### src/sppr_pkg.sv
// shared constants and types for the supply pulse programming block
package sppr_pkg;
  // ****************************************
  // clock and timing
  // ****************************************
  localparam int unsigned CLK_MHZ = 250;
  localparam int unsigned BLOW_TIME_NS = 100000; // least blow pulse length
  localparam int unsigned BLOW_CYCLES = (BLOW_TIME_NS * CLK_MHZ + 999) / 1000;

  // ****************************************
  // programming register space
  // ****************************************
  localparam int unsigned NUM_REGS = 4;
  localparam int unsigned FIELD_W = 8;
  localparam int unsigned FUSE_W = NUM_REGS * FIELD_W;
  localparam logic [1:0] PREG_OUT = 2'h0; // fall time, invert, lock
  localparam logic [1:0] PREG_MAG = 2'h1; // operate point magnitude
  localparam logic [1:0] PREG_SIGN = 2'h2; // operate point sign
  localparam logic [1:0] PREG_CHK = 2'h3; // fuse checking, try only
  localparam int unsigned FALL_LSB = 0;
  localparam int unsigned INVERT_BIT = 2;
  localparam int unsigned LOCK_BIT = 3;
  localparam logic [3:0] BLOW_KEY_MIDS = 4'hb;
  localparam logic [7:0] CODE_AUTO = 8'h01;

  // ****************************************
  // bus register map
  // ****************************************
  localparam logic [7:0] ADDR_CTRL = 8'h00;
  localparam logic [7:0] ADDR_STATUS = 8'h04;
  localparam logic [7:0] ADDR_FUSE = 8'h08;
  localparam logic [7:0] ADDR_EFFECT = 8'h0c;
  localparam logic [31:0] CTRL_RESET = 32'h0000_0001;
  localparam logic [1:0] RESP_OKAY = 2'h0;
  localparam logic [1:0] RESP_SLVERR = 2'h2;

  // ****************************************
  // types
  // ****************************************
  typedef enum logic [5:0] {
    ST_IDLE = 6'h01,
    ST_KEY = 6'h02,
    ST_TRY = 6'h04,
    ST_BLOW = 6'h08,
    ST_READ = 6'h10,
    ST_SPENT = 6'h20
  } sppr_state_t;

  typedef struct packed {
    logic done;
    logic high;
    logic long_hold;
  } sppr_pulse_t;
endpackage : sppr_pkg

### src/sppr_pulse_class.sv
// supply pulse level classifier with synchronised comparators
`timescale 1ns/1ps
module sppr_pulse_class #(
  parameter int unsigned BLOW_CYCLES = sppr_pkg::BLOW_CYCLES
) (
  input wire logic aclk,
  input wire logic aresetn,
  input wire logic level_high_pin,
  input wire logic level_mid_pin,
  output sppr_pkg::sppr_pulse_t pulse_o
);
  localparam int unsigned CW = $clog2(BLOW_CYCLES + 1);
  logic [1:0] meta_reg;
  logic [1:0] sync_reg;
  logic in_pulse_reg;
  logic saw_high_reg;
  logic [CW-1:0] high_cnt_reg;
  sppr_pkg::sppr_pulse_t pulse_reg;

  // two stage synchroniser for both comparators
  always_ff @(posedge aclk) begin
    if (!aresetn) begin
      meta_reg <= 2'h0;
      sync_reg <= 2'h0;
    end else begin
      meta_reg <= {level_high_pin, level_mid_pin};
      sync_reg <= meta_reg;
    end
  end

  // a pulse lasts while the supply sits above the low level
  always_ff @(posedge aclk) begin
    if (!aresetn) begin
      in_pulse_reg <= 1'b0;
      saw_high_reg <= 1'b0;
      high_cnt_reg <= '0;
      pulse_reg <= '0;
    end else begin
      pulse_reg <= '0;
      if (sync_reg != 2'h0) begin
        in_pulse_reg <= 1'b1;
        if (sync_reg[1]) begin
          saw_high_reg <= 1'b1;
          if (high_cnt_reg != CW'(BLOW_CYCLES)) begin
            high_cnt_reg <= high_cnt_reg + CW'(1);
          end
        end
      end else if (in_pulse_reg) begin // back to low: classify
        in_pulse_reg <= 1'b0;
        saw_high_reg <= 1'b0;
        high_cnt_reg <= '0;
        pulse_reg.done <= 1'b1;
        pulse_reg.high <= saw_high_reg;
        pulse_reg.long_hold <= high_cnt_reg == CW'(BLOW_CYCLES);
      end
    end
  end

  assign pulse_o = pulse_reg;
endmodule : sppr_pulse_class

### src/sppr_top.sv
// supply pulse programming logic with switch output and bus registers
// Notes on behaviour
// invert clear: on above operate, off below release
// invert set: off above operate, on below
// operate point programmable, threshold gap fixed
// commands arrive as supply pulse trains
// each pulse classed high, mid or low
// trial values volatile, applied at once
// blow mode sets fuses, lock included
// read mode reports each fuse bit
// lock refuses every parameter register
// fuse checking register stays usable after lock
// code is binary fuse pattern, lsb code one
// each addressing pulse increments selected code
// value live while addressing, permanent after blow
// long high pulse blows only addressed fuse
// blown fuse never cleared
// key: high, mid, then register bits
// blow key: eleven mids then one high
// one fuse blown per power cycle
// read mode output low when fuse blown
// fall time bits 1:0, invert bit 2
// synced comparators; unexpected pulse returns initial
// power-up clears trials; fuses give defaults
`timescale 1ns/1ps
module sppr_top #(
  parameter int unsigned BLOW_CYCLES = sppr_pkg::BLOW_CYCLES
) (
  input wire logic aclk,
  input wire logic aresetn,
  input wire logic level_high_pin,
  input wire logic level_mid_pin,
  input wire logic supply_ok_pin,
  input wire logic field_above_op_pin,
  input wire logic field_below_rp_pin,
  input wire logic [sppr_pkg::FUSE_W-1:0] fuse_sense_pin,
  output logic switch_output,
  output logic [7:0] operate_point_magnitude,
  output logic operate_point_sign,
  output logic [1:0] fall_time,
  output logic [1:0] fuse_check_sel,
  output logic fuse_blow,
  output logic [4:0] fuse_blow_index,
  input wire logic s_axi_awvalid,
  output logic s_axi_awready,
  input wire logic [7:0] s_axi_awaddr,
  input wire logic s_axi_wvalid,
  output logic s_axi_wready,
  input wire logic [31:0] s_axi_wdata,
  input wire logic [3:0] s_axi_wstrb,
  output logic s_axi_bvalid,
  input wire logic s_axi_bready,
  output logic [1:0] s_axi_bresp,
  input wire logic s_axi_arvalid,
  output logic s_axi_arready,
  input wire logic [7:0] s_axi_araddr,
  output logic s_axi_rvalid,
  input wire logic s_axi_rready,
  output logic [31:0] s_axi_rdata,
  output logic [1:0] s_axi_rresp
);
  // ****************************************
  // declarations
  // ****************************************
  localparam int unsigned NR = sppr_pkg::NUM_REGS;
  localparam int unsigned FW = sppr_pkg::FIELD_W;
  sppr_pkg::sppr_pulse_t pulse;
  sppr_pkg::sppr_state_t st_reg;
  logic [3:0] pin_meta_reg;
  logic [3:0] pin_sync_reg;
  logic [sppr_pkg::FUSE_W-1:0] fuse_meta_reg;
  logic [sppr_pkg::FUSE_W-1:0] fuse_reg;
  logic [1:0] key_pos_reg;
  logic key_bit_reg;
  logic [1:0] sel_reg;
  logic [7:0] code_reg;
  logic [3:0] mids_reg;
  logic [2:0] addr_reg;
  logic addr_seen_reg;
  logic [FW-1:0] trial_reg [NR];
  logic [NR-1:0] trial_vld_reg;
  logic active_reg;
  logic ctrl_en_reg;
  logic aw_have_reg;
  logic w_have_reg;
  logic [7:0] awaddr_reg;
  logic [31:0] wdata_reg;
  logic [3:0] wstrb_reg;
  logic supply_s;
  logic above_s;
  logic below_s;
  logic locked;
  logic invert;
  logic read_bit;

  // effective value: trial when present, else fuse pattern
  function automatic logic [FW-1:0] eff(input logic [1:0] r);
    eff = trial_vld_reg[r] ? trial_reg[r] : fuse_reg[r*FW +: FW];
  endfunction : eff

  function automatic logic [31:0] rd_word(input logic [7:0] a);
    case (a)
      sppr_pkg::ADDR_CTRL: rd_word = {31'h0000_0000, ctrl_en_reg};
      sppr_pkg::ADDR_STATUS: rd_word = {11'h000, trial_vld_reg, locked, code_reg, sel_reg, st_reg};
      sppr_pkg::ADDR_FUSE: rd_word = fuse_reg;
      sppr_pkg::ADDR_EFFECT: rd_word = {eff(2'h3), eff(2'h2), eff(2'h1), eff(2'h0)};
      default: rd_word = 32'h0000_0000;
    endcase
  endfunction : rd_word

  // ****************************************
  // pin synchronisers and pulse classifier
  // ****************************************
  sppr_pulse_class #(.BLOW_CYCLES(BLOW_CYCLES)) u_class (
    .aclk(aclk),
    .aresetn(aresetn),
    .level_high_pin(level_high_pin),
    .level_mid_pin(level_mid_pin),
    .pulse_o(pulse)
  );

  // two flops on every pin input
  always_ff @(posedge aclk) begin
    if (!aresetn) begin
      pin_meta_reg <= 4'h0;
      pin_sync_reg <= 4'h0;
      fuse_meta_reg <= '0;
      fuse_reg <= '0;
    end else begin
      pin_meta_reg <= {supply_ok_pin, field_above_op_pin, field_below_rp_pin, 1'b0};
      pin_sync_reg <= pin_meta_reg;
      fuse_meta_reg <= fuse_sense_pin;
      fuse_reg <= fuse_meta_reg;
    end
  end

  assign supply_s = pin_sync_reg[3];
  assign above_s = pin_sync_reg[2];
  assign below_s = pin_sync_reg[1];
  assign locked = fuse_reg[sppr_pkg::LOCK_BIT];
  assign invert = 1'(eff(sppr_pkg::PREG_OUT) >> sppr_pkg::INVERT_BIT);
  assign read_bit = fuse_reg[{sel_reg, addr_reg}];

  // ****************************************
  // key decoder and mode sequencer
  // ****************************************
  always_ff @(posedge aclk) begin
    if (!aresetn || !supply_s || !ctrl_en_reg) begin
      st_reg <= sppr_pkg::ST_IDLE;
      key_pos_reg <= 2'h0;
      key_bit_reg <= 1'b0;
      sel_reg <= 2'h0;
      code_reg <= 8'h00;
      mids_reg <= 4'h0;
      addr_reg <= 3'h0;
      addr_seen_reg <= 1'b0;
    end else if (pulse.done) begin
      case (st_reg)
        sppr_pkg::ST_IDLE: begin
          key_pos_reg <= 2'h0;
          if (pulse.high) begin
            st_reg <= sppr_pkg::ST_KEY;
          end
        end
        sppr_pkg::ST_KEY: begin
          key_pos_reg <= key_pos_reg + 2'h1;
          if (key_pos_reg == 2'h0 && pulse.high) begin
            st_reg <= sppr_pkg::ST_IDLE; // second key pulse must be mid
          end else if (key_pos_reg == 2'h1) begin
            key_bit_reg <= pulse.high;
          end else if (key_pos_reg == 2'h2) begin
            sel_reg <= {key_bit_reg, pulse.high};
            code_reg <= sppr_pkg::CODE_AUTO;
            mids_reg <= 4'h0;
            if (locked && {key_bit_reg, pulse.high} != sppr_pkg::PREG_CHK) begin
              st_reg <= sppr_pkg::ST_IDLE;
            end else begin
              st_reg <= sppr_pkg::ST_TRY;
            end
          end
        end
        sppr_pkg::ST_TRY: begin
          if (!pulse.high) begin
            code_reg <= code_reg + 8'h01;
            if (mids_reg != 4'hf) begin
              mids_reg <= mids_reg + 4'h1;
            end
          end else if (mids_reg == sppr_pkg::BLOW_KEY_MIDS && sel_reg != sppr_pkg::PREG_CHK) begin
            st_reg <= sppr_pkg::ST_BLOW;
            addr_reg <= 3'h0;
            addr_seen_reg <= 1'b0;
          end else begin
            st_reg <= sppr_pkg::ST_IDLE;
          end
        end
        sppr_pkg::ST_BLOW: begin
          if (!pulse.high) begin
            addr_reg <= addr_reg + 3'h1; // binary bit address
            addr_seen_reg <= 1'b1;
          end else if (pulse.long_hold) begin
            st_reg <= sppr_pkg::ST_SPENT;
          end else if (!addr_seen_reg) begin
            st_reg <= sppr_pkg::ST_READ;
          end else begin
            st_reg <= sppr_pkg::ST_IDLE;
          end
        end
        sppr_pkg::ST_READ: begin
          if (!pulse.high) begin
            addr_reg <= addr_reg + 3'h1;
          end else begin
            st_reg <= sppr_pkg::ST_IDLE;
          end
        end
        sppr_pkg::ST_SPENT: begin
          st_reg <= sppr_pkg::ST_SPENT; // wait for power cycle
        end
        default: begin
          st_reg <= sppr_pkg::ST_IDLE;
        end
      endcase
    end
  end

  // ****************************************
  // volatile trial values
  // ****************************************
  always_ff @(posedge aclk) begin
    if (!aresetn || !supply_s) begin
      trial_vld_reg <= '0;
      for (int i = 0; i < NR; i++) begin
        trial_reg[i] <= '0;
      end
    end else if (pulse.done && ctrl_en_reg) begin
      if (st_reg == sppr_pkg::ST_KEY && key_pos_reg == 2'h2) begin
        if (!locked || {key_bit_reg, pulse.high} == sppr_pkg::PREG_CHK) begin
          trial_vld_reg[{key_bit_reg, pulse.high}] <= 1'b1;
          trial_reg[{key_bit_reg, pulse.high}] <= sppr_pkg::CODE_AUTO;
        end
      end else if (st_reg == sppr_pkg::ST_TRY && !pulse.high) begin
        trial_reg[sel_reg] <= code_reg + 8'h01;
      end
    end
  end

  // ****************************************
  // fuse blow strobe and parameter outputs
  // ****************************************
  always_ff @(posedge aclk) begin
    if (!aresetn) begin
      fuse_blow <= 1'b0;
      fuse_blow_index <= 5'h00;
      operate_point_magnitude <= 8'h00;
      operate_point_sign <= 1'b0;
      fall_time <= 2'h0;
      fuse_check_sel <= 2'h0;
    end else begin
      fuse_blow <= st_reg == sppr_pkg::ST_BLOW && pulse.done && pulse.high
        && pulse.long_hold && ctrl_en_reg && supply_s;
      fuse_blow_index <= {sel_reg, addr_reg};
      operate_point_magnitude <= eff(sppr_pkg::PREG_MAG);
      operate_point_sign <= 1'(eff(sppr_pkg::PREG_SIGN));
      fall_time <= 2'(eff(sppr_pkg::PREG_OUT) >> sppr_pkg::FALL_LSB);
      fuse_check_sel <= trial_vld_reg[sppr_pkg::PREG_CHK] ? 2'(eff(sppr_pkg::PREG_CHK)) : 2'h0;
    end
  end

  // ****************************************
  // switch output with fixed hysteresis
  // ****************************************
  always_ff @(posedge aclk) begin
    if (!aresetn) begin
      active_reg <= 1'b0;
      switch_output <= 1'b1;
    end else begin
      if (above_s) begin
        active_reg <= 1'b1;
      end else if (below_s) begin
        active_reg <= 1'b0;
      end
      if (st_reg == sppr_pkg::ST_READ) begin
        switch_output <= !read_bit;
      end else begin
        switch_output <= !(active_reg ^ invert);
      end
    end
  end

  // ****************************************
  // axi4-lite slave
  // ****************************************
  always_ff @(posedge aclk) begin
    if (!aresetn) begin
      aw_have_reg <= 1'b0;
      w_have_reg <= 1'b0;
      awaddr_reg <= 8'h00;
      wdata_reg <= 32'h0000_0000;
      wstrb_reg <= 4'h0;
      s_axi_awready <= 1'b1;
      s_axi_wready <= 1'b1;
      s_axi_bvalid <= 1'b0;
      s_axi_bresp <= sppr_pkg::RESP_OKAY;
      ctrl_en_reg <= sppr_pkg::CTRL_RESET[0];
    end else begin
      if (s_axi_awvalid && s_axi_awready) begin
        aw_have_reg <= 1'b1;
        awaddr_reg <= s_axi_awaddr;
        s_axi_awready <= 1'b0;
      end
      if (s_axi_wvalid && s_axi_wready) begin
        w_have_reg <= 1'b1;
        wdata_reg <= s_axi_wdata;
        wstrb_reg <= s_axi_wstrb;
        s_axi_wready <= 1'b0;
      end
      if (aw_have_reg && w_have_reg && !s_axi_bvalid) begin
        s_axi_bvalid <= 1'b1;
        aw_have_reg <= 1'b0;
        w_have_reg <= 1'b0;
        s_axi_bresp <= awaddr_reg[7:4] == 4'h0 && awaddr_reg[1:0] == 2'h0
          ? sppr_pkg::RESP_OKAY : sppr_pkg::RESP_SLVERR;
        if (awaddr_reg == sppr_pkg::ADDR_CTRL && wstrb_reg[0]) begin
          ctrl_en_reg <= wdata_reg[0];
        end
      end
      if (s_axi_bvalid && s_axi_bready) begin
        s_axi_bvalid <= 1'b0;
        s_axi_awready <= 1'b1;
        s_axi_wready <= 1'b1;
      end
    end
  end

  // read channel: answer one cycle after address
  always_ff @(posedge aclk) begin
    if (!aresetn) begin
      s_axi_arready <= 1'b1;
      s_axi_rvalid <= 1'b0;
      s_axi_rdata <= 32'h0000_0000;
      s_axi_rresp <= sppr_pkg::RESP_OKAY;
    end else if (s_axi_arvalid && s_axi_arready) begin
      s_axi_arready <= 1'b0;
      s_axi_rvalid <= 1'b1;
      s_axi_rdata <= rd_word(s_axi_araddr);
      s_axi_rresp <= s_axi_araddr[7:4] == 4'h0 && s_axi_araddr[1:0] == 2'h0
        ? sppr_pkg::RESP_OKAY : sppr_pkg::RESP_SLVERR;
    end else if (s_axi_rvalid && s_axi_rready) begin
      s_axi_rvalid <= 1'b0;
      s_axi_arready <= 1'b1;
    end
  end
endmodule : sppr_top

### config.mk
export PLATFORM = sky130hd
export DESIGN_NAME = sppr_top
export DESIGN_NICKNAME = d
export VERILOG_FILES = /design/src/sppr_pkg.sv /design/src/sppr_pulse_class.sv /design/src/sppr_top.sv
export SDC_FILE = /design/constraint.sdc
export NUM_CORES = 1
export LEC_CHECK = 0
export BUFFER_PORTS_ARGS = -buffer_cell sky130_fd_sc_hd__buf_2
export CAP_MARGIN = 20
export CORE_MARGIN = 2
export CORE_UTILIZATION = 55
export CTS_CLUSTER_DIAMETER = 50
export DETAILED_ROUTE_END_ITERATION = 8
export PLACE_DENSITY = 0.79
export SLEW_MARGIN = 10
export SYNTH_ARGS = -nofsm -noshare
export SYNTH_HDL_FRONTEND = slang
export SYNTH_SLANG_ARGS = --single-unit
### constraint.sdc
create_clock -name aclk -period 3.15 [get_ports aclk]
set_clock_uncertainty 0.2 [all_clocks]
set_input_delay 0.1575 -clock aclk [delete_from_list [all_inputs] [get_ports aclk]]
set_output_delay 0.1575 -clock aclk [all_outputs]
set_load 0.1 [all_outputs]
==> impl_results.md <==
- Flop pwr share: about 48%
- Site row count: 48
- Netlist Area Pre-Place: between 0.009 and 0.01 mm²
- Die height: around 140 µm
- Worst-case reg-to-reg path depth: 5
- Final Critical Period: 2.72 ns
- GRT Resource Usage Total: 25.1%
- Max Buffers Root-to-Sink: 3
- Top_reg_cell synth: dfxtp_1
- Final setup TNS: 0 ns
- Slew @ Worst Pin: approximately 0.82 ns
- CP Launch Point: st_reg[4]
- Reg-to-reg critical path startpoint: st_reg[4]
- CTS buffer count: 25
- Post-synthesis sequential area ratio: 51.5%
- Count leader, synth: dfxtp_1
- Max Cap Viol: 0
- Worst Path Required: ~3.2 ns
- RSZ-0062 raised after global routing: no
- CP endpoint kind: register
- Antenna Nets Post-Route: 0
- Post-CTS Setup Repair Bufs: 0
- CTS tree: done
- R2R Setup Slk: 0.43 ns
- Synth Register Bits: 230
- Net Sw Power: 1.48 mW
- Initial core utilization: 55.9%
- Hold crit path type: in2reg
- WL per Instance: 16.6 µm
- Wire length of the first global-routing pass: 37.2 mm
- Max Slew Vio Count: 0
- Grt ovf: 0
- Status: finished clean
- Num Clock Sinks: 230
- Share of cells above drive strength 1: 17.8%
- Sw Ratio: between 20% and 30%
- Initial antenna violation count: 0
- Critical Path AT: 2.72 ns
- Syn Area/Cell: 9.65 µm²
- Max Fclk: 367 MHz
- Critical path capture point: trial_reg[0][5]
- Mapped Cells: 991
- P per Cell Area: 546 mW/mm²
- Pleak: 4.74 nW
- Final hold violations: 0
- Post-synth EDFFs: 32
- Synth async-reset ratio: 0%
- Root buf cell: clkbuf_16
- Crit start category: register
- Synth warn: 0
- H-tree level count: 1
- Total wire length: 23.1 mm
- Max IR drop VDD: ~0.47 mV
- Vias in the first global route: 7489
- PortBufs: 120
- Synth cell count leaders: dfxtp_1 (198), and2_1 (110), nand2_1 (94), nor2_1 (65), clkbuf_1 (55)
- N_diodes: 0
- Largest net degree at the start of global routing: 91
- Worst-path fanout max: 12
- Nets: ~1300
- Clock power share: 45.9%
- Die width: approximately 140 µm
- Rel. slew slack: 45.4%
- Detailed-route DRC error count: 0
- Area leader, netlist: dfxtp_1
- Area growth, synth to finish: 22.5%
- Top-area cell type share of the netlist area: 41.5%
- I/O Pins: 157
- Final core occ: 68.5%
- Via count: 7745
- Post-DR vias/cell: 5.57
- First-pass DRT Iterations: 5
- Tcrit/Tclk final: 86.5%
- Synth area leaders: dfxtp_1 (41%), edfxtp_1 (10%), and2_1 (7.2%), mux2i_1 (3.9%), nand2_1 (3.7%)
- Internal power: 4.91 mW
- R2R Path End: trial_reg[0][5]
- CTS clk-pin slew, worst paths: 0.06 ns
- Post-cts resize count: 0
- Comb pwr share: 5.8%
- Crit path kind: reg2reg
- Final setup fails: 0
- Yosys cell types: 76
- Worst skew pair latency: around 0.53 ns
- CORE AREA: 0.0171 mm²
- Full die area: 0.0185 mm²
- GP Congestion: 0.936
- Final HPWL DP: 15.2 mm
- Initial DRC Count: between 600 and 700
## cell usage in the layout (no fill, tap or decap), types with 11 or more instances in the layout
master         instances
a21boi_0              13
dfxtp_1              198
buf_4                 16
nand2_1               94
nand3_1               25
nor2_1                65
mux2i_1               37
inv_1                 31
o21ai_0               49
and2_1               110
clkbuf_16             26
dlygate4sd3_1         55
buf_2                119
and3_1                14
nand2b_1              11
a21oi_1               38
a22oi_1               22
nand4_1               14
a22o_1                15
edfxtp_1              32
nor2b_1               18
nor3_1                12
## kinds of logic (layout without fill, tap and decap cells)
group                      Yosys count  count (layout)  share of synthesized area, %
xor gates and xnor gates            16              16                          1.47
AOI/OAI and AO/OA                  195             195                          13.9
other                                1               2                        0.0392
and+or+nand+nor                    400             400                          22.3
DFF                                230             230                          51.5
muxes                               47              47                          5.88
adders and majority gates            8               8                          1.05
buffers and inverters               94             268                          3.87
## critical path, cell delays in order (launching register included)
cell	delay [ns]
dfxtp_1	0.44
or4b_1	0.64
o41ai_1	0.40
nand4_1	0.17
a21o_1	0.27
nand2_1	0.28
## stage by stage
stage / setup slack, ns / area, µm² / instances / hold WS (ns) / total power, mW
2_1_floorplan: 0.674 / 9570 / 992 / 0.0579 / 3.37
3_3_place_gp: 0.507 / 10300 / 1290 / 0.164 / 3.46
3_5_place_dp: 0.487 / 10300 / 1290 / 0.166 / 3.47
4_1_cts: 0.454 / 11700 / 1391 / 0.00721 / 6.43
5_1_grt: 0.270 / 11700 / 1391 / 0.0418 / 6.59
6_report: 0.426 / 11700 / 1391 / 0.00145 / 6.40
## repair_timing
action,CTS,global route
endpoints found under the setup margin,0,0
hold buffers,55,0
hold endpoints to repair,54,0
## final cells by class
class,count,area (µm²)
clock buffers,32,717
clock inverters,14,136
fillers,1268,5400
inverters,32,120
multi-input cells,668,4270
flip-flops and latches,230,4920
well taps,225,282
repair buffers,190,1270
## power groups by stage
| stage | Combinational [mW] | Clock (mW) | Sequential, mW |
|---|---|---|---|
| 4_1_cts | 0.369 | 2.97 | 3.09 |
| 3_5_place_dp | 0.314 | 0 | 3.15 |
| 6_report | 0.372 | 2.94 | 3.09 |
| 2_1_floorplan | 0.157 | 0 | 3.21 |
| 5_1_grt | 0.404 | 3.09 | 3.10 |
| 3_3_place_gp | 0.310 | 0 | 3.15 |
## worst min-delay path by stage
stage                                   from                 to  depth (start not counted)
after floorplan                s_axi_awvalid      s_axi_awready                          1
after global placement     fuse_sense_pin[7]   fuse_meta_reg[7]                          2
after detailed placement  fuse_sense_pin[31]  fuse_meta_reg[31]                          2
after CTS                            aresetn      switch_output                          3
after global routing                 aresetn      switch_output                          3
final                                aresetn      switch_output                          3
## layer usage
layer	up-vias	share of wire [%]	global-route usage, %
li1	3758	-	-
met1	3591	42	34.1
met2	347	47	41.5
met3	49	8.2	4.21
met4	0	2.3	7.23
met5	-	0	0
Note: power is estimated with default switching activity, not from simulation.
